## src/include/stream_write_regs.svh

```systemverilog
// constants for the streaming pio write command block
// assumes a 100 MHz core clock and a 16-bit register port
// Operation
// command byte 3Bh starts the streaming write with programmed data transfer
// sector count 1 to 65536; zero means 65536 sectors
// count high byte is the previous write, low byte the current write
// continue-on-error: finish all data, then stream fault set, error clear, logged
// continue-on-error and time limit expiry: stop, stream fault, log expiry flag
// always try to move all requested data within the time limit
// urgent option bit 7 asks fastest completion within the time limit
// flush option bit 5 commits stream data to media before completion
// resume option bit 4 starts at the stream's last reported error address
// option bits 2:0 select the stream and its stored settings
// time limit is previous option byte times identify words 99:98 microseconds
// zero byte uses the stream default; zero default means no limit
// limit runs from command byte write until completion interrupt
// on error the 48-bit first error address is returned, high bytes via select
// error bit 0 flags a completion time limit error
// on logged error: stream fault, first bad address, count of bad sectors
// with continue-on-error, error register bits go to the log instead
// status bit 4 flags a deferred write fault, location only in the log
// host on time-out should soft reset then retry
// host writes previous byte first, current byte second, then the command
// data request raised per sector; host writes one sector of words each time
// clean completion: busy clear, ready set, error clear, interrupt raised
`ifndef STREAM_WRITE_REGS_SVH
`define STREAM_WRITE_REGS_SVH
`define SW_OP_WRITE_PIO 8'h3b
`define SW_A_DATA 4'h0
`define SW_A_OPTIONS 4'h1
`define SW_A_COUNT 4'h2
`define SW_A_ADDR_LOW 4'h3
`define SW_A_ADDR_MID 4'h4
`define SW_A_ADDR_HIGH 4'h5
`define SW_A_DRIVE 4'h6
`define SW_A_OPCODE 4'h7
`define SW_A_DEVCTL 4'h8
`define SW_A_UNIT_LO 4'h9
`define SW_A_UNIT_HI 4'ha
`define SW_A_DEFAULT 4'hb
`define SW_A_LOG_FLAGS 4'hc
`define SW_A_LOG_LBA0 4'hd
`define SW_A_LOG_LBA1 4'he
`define SW_A_LOG_LBA2 4'hf
`define SW_F_URGENT 7
`define SW_F_CONTINUE 6
`define SW_F_FLUSH 5
`define SW_F_RESUME 4
`define SW_S_BUSY 7
`define SW_S_READY 6
`define SW_S_STREAM 5
`define SW_S_DEFER 4
`define SW_S_DRQ 3
`define SW_S_ERR 0
`define SW_E_CRC 7
`define SW_E_UNC 6
`define SW_E_ADDRESS_NOT_FOUND 4
`define SW_E_COMMAND_ABORTED 2
`define SW_E_TIME_LIMIT_EXPIRED 0
`define SW_DC_HOB 7
`define SW_DC_SRST 2
`define SW_WORDS_PER_SECTOR 9'd256
`define SW_CLK_NS 10
`define SW_US_NS 1000
`define SW_US_CYCLES ((`SW_US_NS + `SW_CLK_NS - 1) / `SW_CLK_NS)
`define SW_DRIVE_RESET 8'he0
`endif

```

## src/include/stream_write_pkg.sv

```systemverilog
// types for the streaming pio write command block
// assumes stream_write_regs.svh for all numbers
package stream_write_pkg;
  typedef enum logic [1:0] {ST_IDLE, ST_DATA, ST_SECTOR, ST_FLUSH} phase_t;
  typedef logic [47:0] lba_t;
  typedef logic [39:0] limit_t;
endpackage

```

## src/rtl/task_file_pair.sv

```systemverilog
// one paired task-file byte register: current and previous byte
// assumes writes come from the core clock register port
module task_file_pair (
  // clock and reset
  input wire logic core_clk,
  input wire logic clear_n,
  // host side
  input wire logic wr_en,
  input wire logic [7:0] wr_byte,
  // device side
  input wire logic load_en,
  input wire logic [15:0] load_val,
  output logic [7:0] cur,
  output logic [7:0] prev
);
  always_ff @(posedge core_clk) begin
    if (!clear_n) begin
      cur <= 8'h00;
      prev <= 8'h00;
    end else if (load_en) begin
      prev <= load_val[15:8];
      cur <= load_val[7:0];
    end else if (wr_en) begin
      prev <= cur;
      cur <= wr_byte;
    end
  end
endmodule

```

## src/rtl/time_limit_timer.sv

```systemverilog
// completion time limit counter in microseconds
// assumes a limit of zero means no limit
`include "stream_write_regs.svh"
module time_limit_timer (
  // clock and reset
  input wire logic core_clk,
  input wire logic clear_n,
  // control
  input wire logic start,
  input wire logic stop,
  input wire logic [39:0] limit_us,
  // result
  output logic expired
);
  localparam int US_CYC = `SW_US_CYCLES;
  logic [6:0] pre;
  logic [39:0] left;
  logic running;
  wire tick = running && (pre == 7'(US_CYC - 1));
  always_ff @(posedge core_clk) begin
    if (!clear_n || stop) begin
      running <= 1'b0;
      pre <= 7'h00;
      left <= 40'h00_0000_0000;
      expired <= 1'b0;
    end else if (start) begin
      running <= (limit_us != 40'h00_0000_0000);
      pre <= 7'h00;
      left <= limit_us;
      expired <= 1'b0;
    end else if (running) begin
      pre <= tick ? 7'h00 : pre + 7'h01;
      if (tick) begin
        left <= left - 40'h00_0000_0001;
        if (left == 40'h00_0000_0001) begin
          expired <= 1'b1;
          running <= 1'b0;
        end
      end
    end
  end
endmodule

```

## src/rtl/stream_write_ctrl.sv

```systemverilog
// task-file decoder and execution control for the streaming pio write
// assumes media engine on core_clk; hard reset pin is asynchronous
`include "stream_write_regs.svh"
module stream_write_ctrl (
  // clock and resets
  input wire logic core_clk,
  input wire logic rst_n,
  input wire logic hard_reset_pin_n,
  // register port
  input wire logic [3:0] reg_addr,
  input wire logic [15:0] reg_wdata,
  input wire logic reg_wr,
  input wire logic reg_rd,
  output logic [15:0] reg_rdata,
  // host signals
  output logic intrq,
  output logic drq,
  // media engine, data path
  output logic media_word_valid,
  output logic [15:0] media_word,
  output logic media_start,
  output logic [47:0] media_lba,
  output logic [2:0] media_stream,
  output logic media_urgent,
  output logic media_flush_req,
  input wire logic media_flush_done,
  // media engine, faults
  input wire logic media_error,
  input wire logic [3:0] media_error_kind,
  input wire logic [47:0] media_error_lba,
  input wire logic deferred_fault,
  input wire logic [47:0] deferred_lba
);
  // hard reset pin synchroniser
  logic hard_meta;
  logic hard_sync;
  always_ff @(posedge core_clk) begin
    if (!rst_n) begin
      hard_meta <= 1'b1;
      hard_sync <= 1'b1;
    end else begin
      hard_meta <= hard_reset_pin_n;
      hard_sync <= hard_meta;
    end
  end

  // register decode
  wire wr_data = reg_wr && reg_addr == `SW_A_DATA;
  wire wr_opt = reg_wr && reg_addr == `SW_A_OPTIONS;
  wire wr_cnt = reg_wr && reg_addr == `SW_A_COUNT;
  wire wr_lo = reg_wr && reg_addr == `SW_A_ADDR_LOW;
  wire wr_mid = reg_wr && reg_addr == `SW_A_ADDR_MID;
  wire wr_hi = reg_wr && reg_addr == `SW_A_ADDR_HIGH;
  wire wr_drv = reg_wr && reg_addr == `SW_A_DRIVE;
  wire wr_op = reg_wr && reg_addr == `SW_A_OPCODE;
  wire wr_dc = reg_wr && reg_addr == `SW_A_DEVCTL;
  wire wr_ulo = reg_wr && reg_addr == `SW_A_UNIT_LO;
  wire wr_uhi = reg_wr && reg_addr == `SW_A_UNIT_HI;
  wire wr_def = reg_wr && reg_addr == `SW_A_DEFAULT;
  wire rd_stat = reg_rd && reg_addr == `SW_A_OPCODE;

  // soft reset from device control, combined with hard and core reset
  logic srst_bit;
  wire srst_now = wr_dc && reg_wdata[`SW_DC_SRST];
  wire run_n = rst_n && hard_sync && !srst_now && !srst_bit;

  stream_write_pkg::phase_t phase;
  wire busy = phase != stream_write_pkg::ST_IDLE;
  wire tf_wr_ok = !busy;

  // paired task-file registers
  logic [7:0] opt_cur, opt_prev, cnt_cur, cnt_prev;
  logic [7:0] lo_cur, lo_prev, mid_cur, mid_prev, hi_cur, hi_prev;
  logic ret_load;
  logic [47:0] ret_lba;
  logic [15:0] ret_cnt;

  task_file_pair u_opt (
    .core_clk(core_clk), .clear_n(run_n),
    .wr_en(wr_opt && tf_wr_ok), .wr_byte(reg_wdata[7:0]),
    .load_en(1'b0), .load_val(16'h0000),
    .cur(opt_cur), .prev(opt_prev)
  );
  task_file_pair u_cnt (
    .core_clk(core_clk), .clear_n(run_n),
    .wr_en(wr_cnt && tf_wr_ok), .wr_byte(reg_wdata[7:0]),
    .load_en(ret_load), .load_val(ret_cnt),
    .cur(cnt_cur), .prev(cnt_prev)
  );
  task_file_pair u_lo (
    .core_clk(core_clk), .clear_n(run_n),
    .wr_en(wr_lo && tf_wr_ok), .wr_byte(reg_wdata[7:0]),
    .load_en(ret_load), .load_val({ret_lba[31:24], ret_lba[7:0]}),
    .cur(lo_cur), .prev(lo_prev)
  );
  task_file_pair u_mid (
    .core_clk(core_clk), .clear_n(run_n),
    .wr_en(wr_mid && tf_wr_ok), .wr_byte(reg_wdata[7:0]),
    .load_en(ret_load), .load_val({ret_lba[39:32], ret_lba[15:8]}),
    .cur(mid_cur), .prev(mid_prev)
  );
  task_file_pair u_hi (
    .core_clk(core_clk), .clear_n(run_n),
    .wr_en(wr_hi && tf_wr_ok), .wr_byte(reg_wdata[7:0]),
    .load_en(ret_load), .load_val({ret_lba[47:40], ret_lba[23:16]}),
    .cur(hi_cur), .prev(hi_prev)
  );

  // start of command
  wire op_hit = wr_op && !busy && reg_wdata[7:0] == `SW_OP_WRITE_PIO;
  wire op_bad = wr_op && !busy && reg_wdata[7:0] != `SW_OP_WRITE_PIO;
  wire [2:0] sel = opt_cur[2:0];
  wire opt_urgent = opt_cur[`SW_F_URGENT];
  wire opt_cont = opt_cur[`SW_F_CONTINUE];
  wire opt_flush = opt_cur[`SW_F_FLUSH];
  wire opt_resume = opt_cur[`SW_F_RESUME];
  wire [15:0] cnt_word = {cnt_prev, cnt_cur};
  wire [16:0] cnt_total = (cnt_word == 16'h0000) ? 17'h1_0000 : {1'b0, cnt_word};
  wire [47:0] tf_lba = {hi_prev, mid_prev, lo_prev, hi_cur, mid_cur, lo_cur};

  // per-stream settings and the shared time unit
  logic [47:0] resume_lba [8];
  logic [7:0] default_limit [8];
  logic [31:0] time_unit;
  wire [47:0] start_lba = opt_resume ? resume_lba[sel] : tf_lba;
  wire [7:0] limit_factor = (opt_prev != 8'h00) ? opt_prev : default_limit[sel];
  wire [39:0] limit_us = 40'(limit_factor) * 40'(time_unit);

  // command state
  logic [16:0] remaining;
  logic [8:0] word_idx;
  logic cont_mode, flush_mode, err_flag, stream_fault, defer_flag;
  logic [7:0] err_reg, log_flags;
  logic [47:0] log_lba;
  logic first_seen;
  logic [15:0] bad_count;
  logic expired;
  logic done_pulse;

  time_limit_timer u_timer (
    .core_clk(core_clk), .clear_n(run_n),
    .start(op_hit), .stop(done_pulse),
    .limit_us(limit_us), .expired(expired)
  );

  function automatic logic [7:0] kind_bits(input logic [3:0] k);
    kind_bits = 8'h00;
    kind_bits[`SW_E_CRC] = k[3];
    kind_bits[`SW_E_UNC] = k[2];
    kind_bits[`SW_E_ADDRESS_NOT_FOUND] = k[1];
    kind_bits[`SW_E_COMMAND_ABORTED] = k[0];
  endfunction

  function automatic logic [7:0] pick(input logic high_order_byte_select, input logic [7:0] c,
                                      input logic [7:0] p);
    pick = high_order_byte_select ? p : c;
  endfunction

  wire err_hit = busy && media_error;
  wire last_word = wr_data && drq && word_idx == `SW_WORDS_PER_SECTOR - 9'd1;
  wire last_sector = remaining == 17'h0_0001;
  wire data_done = last_word && last_sector;
  wire stop_err = err_hit && !cont_mode;
  wire stop_time = busy && expired;
  wire flush_end = phase == stream_write_pkg::ST_FLUSH && media_flush_done;
  wire to_flush = data_done && flush_mode;
  wire finish_ok = (data_done && !flush_mode) || flush_end;
  wire [15:0] next_bad = (bad_count == 16'hffff) ? bad_count : bad_count + 16'h0001;
  logic high_order_byte_select;

  always_ff @(posedge core_clk) begin
    if (!rst_n || !hard_sync) begin
      srst_bit <= 1'b0;
    end else if (wr_dc) begin
      srst_bit <= reg_wdata[`SW_DC_SRST];
    end
  end

  // host-set configuration
  always_ff @(posedge core_clk) begin
    if (!rst_n) begin
      time_unit <= 32'h0000_0000;
      high_order_byte_select <= 1'b0;
      for (int i = 0; i < 8; i++) default_limit[i] <= 8'h00;
    end else begin
      if (wr_ulo) time_unit[15:0] <= reg_wdata;
      if (wr_uhi) time_unit[31:16] <= reg_wdata;
      if (wr_dc) high_order_byte_select <= reg_wdata[`SW_DC_HOB];
      if (wr_def) default_limit[reg_wdata[10:8]] <= reg_wdata[7:0];
    end
  end

  // drive select byte
  logic [7:0] drive_sel;
  always_ff @(posedge core_clk) begin
    if (!run_n) drive_sel <= `SW_DRIVE_RESET;
    else if (wr_drv && tf_wr_ok) drive_sel <= reg_wdata[7:0];
  end

  // main sequence
  always_ff @(posedge core_clk) begin
    if (!run_n) begin
      phase <= stream_write_pkg::ST_IDLE;
      remaining <= 17'h0_0000;
      word_idx <= 9'h000;
      cont_mode <= 1'b0;
      flush_mode <= 1'b0;
      drq <= 1'b0;
      done_pulse <= 1'b0;
      media_start <= 1'b0;
      media_lba <= 48'h0000_0000_0000;
      media_stream <= 3'h0;
      media_urgent <= 1'b0;
      media_flush_req <= 1'b0;
    end else begin
      done_pulse <= 1'b0;
      media_start <= 1'b0;
      case (phase)
        stream_write_pkg::ST_IDLE: begin
          if (op_hit) begin
            phase <= stream_write_pkg::ST_DATA;
            remaining <= cnt_total;
            word_idx <= 9'h000;
            cont_mode <= opt_cont;
            flush_mode <= opt_flush;
            drq <= 1'b1;
            media_start <= 1'b1;
            media_lba <= start_lba;
            media_stream <= sel;
            media_urgent <= opt_urgent;
          end else if (op_bad) begin
            done_pulse <= 1'b1;
          end
        end
        stream_write_pkg::ST_DATA: begin
          if (stop_err || stop_time) begin
            phase <= stream_write_pkg::ST_IDLE;
            drq <= 1'b0;
            done_pulse <= 1'b1;
          end else if (last_word) begin
            drq <= 1'b0;
            word_idx <= 9'h000;
            remaining <= remaining - 17'h0_0001;
            if (to_flush) begin
              phase <= stream_write_pkg::ST_FLUSH;
              media_flush_req <= 1'b1;
            end else if (last_sector) begin
              phase <= stream_write_pkg::ST_IDLE;
              done_pulse <= 1'b1;
            end else begin
              phase <= stream_write_pkg::ST_SECTOR;
            end
          end else if (wr_data && drq) begin
            word_idx <= word_idx + 9'd1;
          end
        end
        stream_write_pkg::ST_SECTOR: begin
          if (stop_err || stop_time) begin
            phase <= stream_write_pkg::ST_IDLE;
            done_pulse <= 1'b1;
          end else begin
            phase <= stream_write_pkg::ST_DATA;
            drq <= 1'b1;
          end
        end
        stream_write_pkg::ST_FLUSH: begin
          if (stop_err || stop_time || flush_end) begin
            phase <= stream_write_pkg::ST_IDLE;
            media_flush_req <= 1'b0;
            done_pulse <= 1'b1;
          end
        end
        default: phase <= stream_write_pkg::ST_IDLE;
      endcase
    end
  end

  // data words to the media engine
  always_ff @(posedge core_clk) begin
    if (!run_n) begin
      media_word_valid <= 1'b0;
      media_word <= 16'h0000;
    end else begin
      media_word_valid <= wr_data && drq;
      if (wr_data && drq) media_word <= reg_wdata;
    end
  end

  // error tracking and ending status
  always_ff @(posedge core_clk) begin
    if (!run_n) begin
      err_flag <= 1'b0;
      stream_fault <= 1'b0;
      err_reg <= 8'h00;
      log_flags <= 8'h00;
      first_seen <= 1'b0;
      bad_count <= 16'h0000;
      ret_lba <= 48'h0000_0000_0000;
      ret_load <= 1'b0;
      ret_cnt <= 16'h0000;
      for (int i = 0; i < 8; i++) resume_lba[i] <= 48'h0000_0000_0000;
    end else begin
      ret_load <= 1'b0;
      if (op_hit) begin
        err_flag <= 1'b0;
        stream_fault <= 1'b0;
        err_reg <= 8'h00;
        log_flags <= 8'h00;
        first_seen <= 1'b0;
        bad_count <= 16'h0000;
      end else if (op_bad) begin
        err_flag <= 1'b1;
        err_reg <= 8'h00 | (8'h01 << `SW_E_COMMAND_ABORTED);
      end
      if (err_hit) begin
        bad_count <= next_bad;
        if (!first_seen) begin
          first_seen <= 1'b1;
          ret_lba <= media_error_lba;
          resume_lba[media_stream] <= media_error_lba;
        end
        if (cont_mode) begin
          stream_fault <= 1'b1;
          log_flags <= log_flags | kind_bits(media_error_kind);
        end else begin
          err_flag <= 1'b1;
          err_reg <= kind_bits(media_error_kind);
        end
      end
      if (stop_time) begin
        if (cont_mode) begin
          stream_fault <= 1'b1;
          log_flags[`SW_E_TIME_LIMIT_EXPIRED] <= 1'b1;
        end else begin
          err_flag <= 1'b1;
          err_reg[`SW_E_TIME_LIMIT_EXPIRED] <= 1'b1;
        end
      end
      if (done_pulse && (stream_fault || err_flag) && first_seen) begin
        ret_load <= 1'b1;
        ret_cnt <= bad_count;
      end
    end
  end

  // deferred fault flag and log address
  always_ff @(posedge core_clk) begin
    if (!run_n) begin
      defer_flag <= 1'b0;
      log_lba <= 48'h0000_0000_0000;
    end else if (deferred_fault) begin
      defer_flag <= 1'b1;
      log_lba <= deferred_lba;
    end else if (op_hit) begin
      defer_flag <= 1'b0;
    end
  end

  // completion interrupt, cleared by status read; a new event wins
  always_ff @(posedge core_clk) begin
    if (!run_n) intrq <= 1'b0;
    else if (done_pulse) intrq <= 1'b1;
    else if (rd_stat || op_hit) intrq <= 1'b0;
  end

  // status and read mux
  wire [7:0] status = {busy, 1'b1, stream_fault, defer_flag, drq, 2'b00, err_flag};
  logic [15:0] rd_mux;
  always_comb begin
    case (reg_addr)
      `SW_A_OPTIONS: rd_mux = {8'h00, err_reg};
      `SW_A_COUNT: rd_mux = {8'h00, pick(high_order_byte_select, cnt_cur, cnt_prev)};
      `SW_A_ADDR_LOW: rd_mux = {8'h00, pick(high_order_byte_select, lo_cur, lo_prev)};
      `SW_A_ADDR_MID: rd_mux = {8'h00, pick(high_order_byte_select, mid_cur, mid_prev)};
      `SW_A_ADDR_HIGH: rd_mux = {8'h00, pick(high_order_byte_select, hi_cur, hi_prev)};
      `SW_A_DRIVE: rd_mux = {8'h00, drive_sel};
      `SW_A_OPCODE: rd_mux = {8'h00, status};
      `SW_A_UNIT_LO: rd_mux = time_unit[15:0];
      `SW_A_UNIT_HI: rd_mux = time_unit[31:16];
      `SW_A_LOG_FLAGS: rd_mux = {8'h00, log_flags};
      `SW_A_LOG_LBA0: rd_mux = log_lba[15:0];
      `SW_A_LOG_LBA1: rd_mux = log_lba[31:16];
      `SW_A_LOG_LBA2: rd_mux = log_lba[47:32];
      default: rd_mux = 16'h0000;
    endcase
  end

  always_ff @(posedge core_clk) begin
    if (!rst_n) reg_rdata <= 16'h0000;
    else if (reg_rd) reg_rdata <= rd_mux;
    else reg_rdata <= 16'h0000;
  end
endmodule

```

## config.mk

```make
export PLATFORM = sky130hd
export DESIGN_NAME = stream_write_ctrl
export DESIGN_NICKNAME = d
export VERILOG_FILES = /design/src/include/stream_write_pkg.sv /design/src/rtl/task_file_pair.sv /design/src/rtl/time_limit_timer.sv /design/src/rtl/stream_write_ctrl.sv
export VERILOG_INCLUDE_DIRS = /design/src /design/src/include
export SDC_FILE = /design/constraint.sdc
export NUM_CORES = 2
export LEC_CHECK = 0
export BUFFER_PORTS_ARGS = -buffer_cell sky130_fd_sc_hd__buf_2
export CAP_MARGIN = 20
export CORE_ASPECT_RATIO = 1.1
export CORE_MARGIN = 2
export CORE_UTILIZATION = 50
export CTS_CLUSTER_SIZE = 8
export DETAILED_ROUTE_END_ITERATION = 8
export PLACE_DENSITY = 0.67
export SYNTH_ARGS = -nofsm -noshare
export SYNTH_HDL_FRONTEND = slang
export SYNTH_SLANG_ARGS = --single-unit
```

## constraint.sdc

```tcl
create_clock -name core_clk -period 9.7 [get_ports core_clk]
set_input_delay 1.455 -clock core_clk [delete_from_list [all_inputs] [get_ports core_clk]]
set_output_delay 1.455 -clock core_clk [all_outputs]
set_load 0.05 [all_outputs]
```

==> reports/summary.txt <==
status - finished, final reports clean
Max Freq - 129.4 MHz
number of placed I/O pins - 217
maximum fanout along the worst path - 40
net count of the finished layout - 5067
share of layout cells above drive strength 1 - 13.32%
commonest register cell after synthesis - sky130_fd_sc_hd__edfxtp_1
final worst clock skew - 21.90 ps
routability cong. - 0.9817
largest area contributor in the netlist - sky130_fd_sc_hd__edfxtp_1
Yosys top cell area share - 28.41%
count of max-cap constraint violations - 0
Biggest register - resume_lba
switching share of power - 23.18%
cell-by-cell trace of the critical path - mux4_2 > mux2_2 > a21oi_2 > buf_4 > nand2b_1 > fa_1 > fa_1 > inv_1 > fa_1 > inv_1 > fa_1 > inv_1 > ha_1 > nand2_1 > o31ai_1 > a21bo_2 > a31oi_1 > o31ai_1 > xnor2_1 > nand4b_1 > a2111oi_0 > and4_1 > a21oi_1
Post-CTS Setup Inserts - 0
total count of hold-check failures in the final report - 0
CP arrival - 8330 ps
Yosys warnings - 0
synthesized instance count - 4591
number of register bits inferred by synthesis - 893
share of synthesized area occupied by flip-flops and latches - 47.22%
worst hold slack - 450.4 ps
hold-fix buffer count after cts - 0
Most common cell on crit path - sky130_fd_sc_hd__fa_1
remaining global-route overflow - 0
registers with the highest flip-flop counts - resume_lba (384), default_limit (64)
CTS Buf Count - 130
Yosys cell types - 81
Die Span X - 297.4 µm
layout filler cell count - 8100
total net switching power - 2044 µW
initial antenna violation count - 18
Final Instance Count excl. Fillers - 6044
cell count after placement - 5815
register share of total power - 46.8%
port bufs - 216
number of clock sinks seen by CTS - 893
cell types occupying the most area after synthesis - sky130_fd_sc_hd__edfxtp_1 28%, sky130_fd_sc_hd__dfxtp_1 19%, sky130_fd_sc_hd__fa_1 7.6%, sky130_fd_sc_hd__and2_1 6.4%, sky130_fd_sc_hd__mux4_2 5.3%
Total Die Area - 0.09719 mm²
top-count cell post-synth - sky130_fd_sc_hd__nand2_1
ratio of routed vias to standard cells - 5.839
Final setup violation count - 0
Initial Utilization - 50.35%
worst-path cell with the longest stage delay - sky130_fd_sc_hd__dfxtp_4
first-pass GRT wire length - 219500 µm
number of global-route vias before repair - 35778
family with the most delay on the worst path - compound AO/OA/AOI/OAI gates
die boundary height - 326.8 µm
Internal Power - 6772 µW
unrepaired setup endpoints after global routing - false
per-instance average area after synthesis - 10.31 µm²
worst path setup slack after routing - 1971 ps
most instantiated cells after synthesis - 597 x sky130_fd_sc_hd__nand2_1, 484 x sky130_fd_sc_hd__and2_1, 448 x sky130_fd_sc_hd__edfxtp_1
master cell of the clock root buffer - sky130_fd_sc_hd__clkbuf_16
biggest cell delay along the critical path - 870 ps
total routing resource utilization after global routing - 29.83%
TritonCTS clock tree - built
leakage dissipation - 0.02040 µW
Clk pin slew, worst setup/hold paths - 50 ps
logic gate share of total power - 5.3%
wire length per cell - 23.97 µm
CP Class - flop to flop
maximum vdd ir drop - 0.1685 mV
required time at the endpoint of the critical path - 10300 ps
drt first-iter violations - 3282
Antenna Nets Post-Route - 0
Mapped Nets - 4966
kind of launch point of the worst setup path - flop
number of placement rows - 118
area of the mapped netlist - 0.04736 mm²
maximum number of pins on one net before global-route repair - 100
worst slew slack as a fraction of its limit - 26.90%
clock network power share - 47.9%
final critical path time including I/O delays and setup - 7729 ps
CTS max path bufs - 3
maximum level of the CTS H-tree - 4
post-detail-place hpwl - 96560 µm
post-cts repair resize count - 0
power density over the cells - 165.1 mW/mm²
Core Area - 0.09405 mm²
worst min path class - flop to flop
async set-reset flop share out of synthesis - 0%
total wire length after detailed routing - 144900 µm
Bufs and invs on worst path - 4
number of flip-flops in the largest register - 384
total negative slack for setup checks - 0 ps
clock latency on the worst-skew pair - 730 ps
relative area change from synthesis to final layout - 12.73%
Crit. End Element - flop
Slew @ Worst Pin - 1092 ps
final slew viol count - 0
count of vias placed by the detailed router - 35291
final core utilization - 56.76%
DRC - 0
Post-synth EDFFs - 448
Post-Place Setup Slack - 1973 ps
final clock period utilization by the worst path - 79.68%
number of detailed-routing iterations run before antenna repair - 8
final timing paths:
check / from / end / slack, ps / cells after the start
max: flop / u_timer.running / 1970 / 23
min reg2reg: media_word[1] / media_word[1] / 450 / 2
max reg2reg: flop / u_timer.running / 1970 / 23
min: media_word[1] / media_word[1] / 450 / 2
cell families (layout without fill, tap and decap cells):
family	Yosys count	after routing	synth area share, %
DFF	893	893	47.22
xor gates and xnor gates	85	85	1.572
buffers and inverters	486	668	3.932
muxes	244	244	8.164
adders and majority gates	247	247	9.380
and+or+nand+nor	1877	1877	20.05
other	0	11	0
AOI/OAI and AO/OA	759	759	9.686
power groups by stage:
stage	Combinational [µW]	Clock (µW)	Sequential (µW)
floorplan	270	0	4180
finish	467	4220	4130
detailed placement	461	0	4200
global route	499	4440	4130
global placement	456	0	4190
CTS	463	4270	4130
layer usage:
| metal | up-vias | GRT usage (%) | wire length [µm] |
|---|---|---|---|
| met4 | 6 | 13.09 | 5885 |
| li1 | 16070 | - | - |
| met2 | 1488 | 51.44 | 72110 |
| met5 | - | 0 | 43 |
| met1 | 17401 | 36.73 | 55980 |
| met3 | 326 | 5.354 | 10870 |
layout by cell type, fill, tap and decap left out, types with 37 or more instances in the layout:
master,count
sky130_fd_sc_hd__nand3_1,106
sky130_fd_sc_hd__nand2_1,595
sky130_fd_sc_hd__buf_4,67
sky130_fd_sc_hd__clkbuf_1,65
sky130_fd_sc_hd__clkbuf_16,134
sky130_fd_sc_hd__buf_2,219
sky130_fd_sc_hd__a22oi_1,37
sky130_fd_sc_hd__mux4_2,112
sky130_fd_sc_hd__mux2i_1,114
sky130_fd_sc_hd__o21ai_0,74
sky130_fd_sc_hd__and2_1,484
sky130_fd_sc_hd__o211ai_1,55
sky130_fd_sc_hd__edfxtp_1,448
sky130_fd_sc_hd__nand2b_1,49
sky130_fd_sc_hd__a21oi_1,387
sky130_fd_sc_hd__a211oi_1,41
sky130_fd_sc_hd__fa_1,180
sky130_fd_sc_hd__xnor2_1,40
sky130_fd_sc_hd__xor2_1,45
sky130_fd_sc_hd__dfxtp_1,439
sky130_fd_sc_hd__nor2_1,279
sky130_fd_sc_hd__ha_1,67
sky130_fd_sc_hd__nor2b_1,179
sky130_fd_sc_hd__inv_1,166
cell type report:
class / instances / area [µm²] / area share [%]
clock buffers: 201 / 3625 / 6.790
repair buffers: 289 / 1662 / 3.113
inverters: 166 / 623.1 / 1.167
well taps: 1260 / 1577 / 2.953
diodes: 11 / 27.53 / 0.05156
multi-input cells: 3212 / 23340 / 43.72
clock inverters: 12 / 147.6 / 0.2766
flip-flops and latches: 893 / 22380 / 41.93
worst register-to-register path: cells and delay by family (launching register included):
kind,cells,cell delay (ps)
fa+ha+maj,5,2250
mux,2,710
simple gates,4,600
buf+inv,4,430
xor+xnor,1,220
compound gates,7,2520
flops,1,870
stage by stage:
| stage | power [µW] | instance area, µm² |
|---|---|---|
| 2_1_floorplan | 4452 | 47360 |
| 3_3_place_gp | 4650 | 49510 |
| 3_5_place_dp | 4659 | 49530 |
| 4_1_cts | 8860 | 53300 |
| 5_1_grt | 9067 | 53360 |
| 6_report | 8816 | 53380 |
Power figures use the tool's default switching activity.
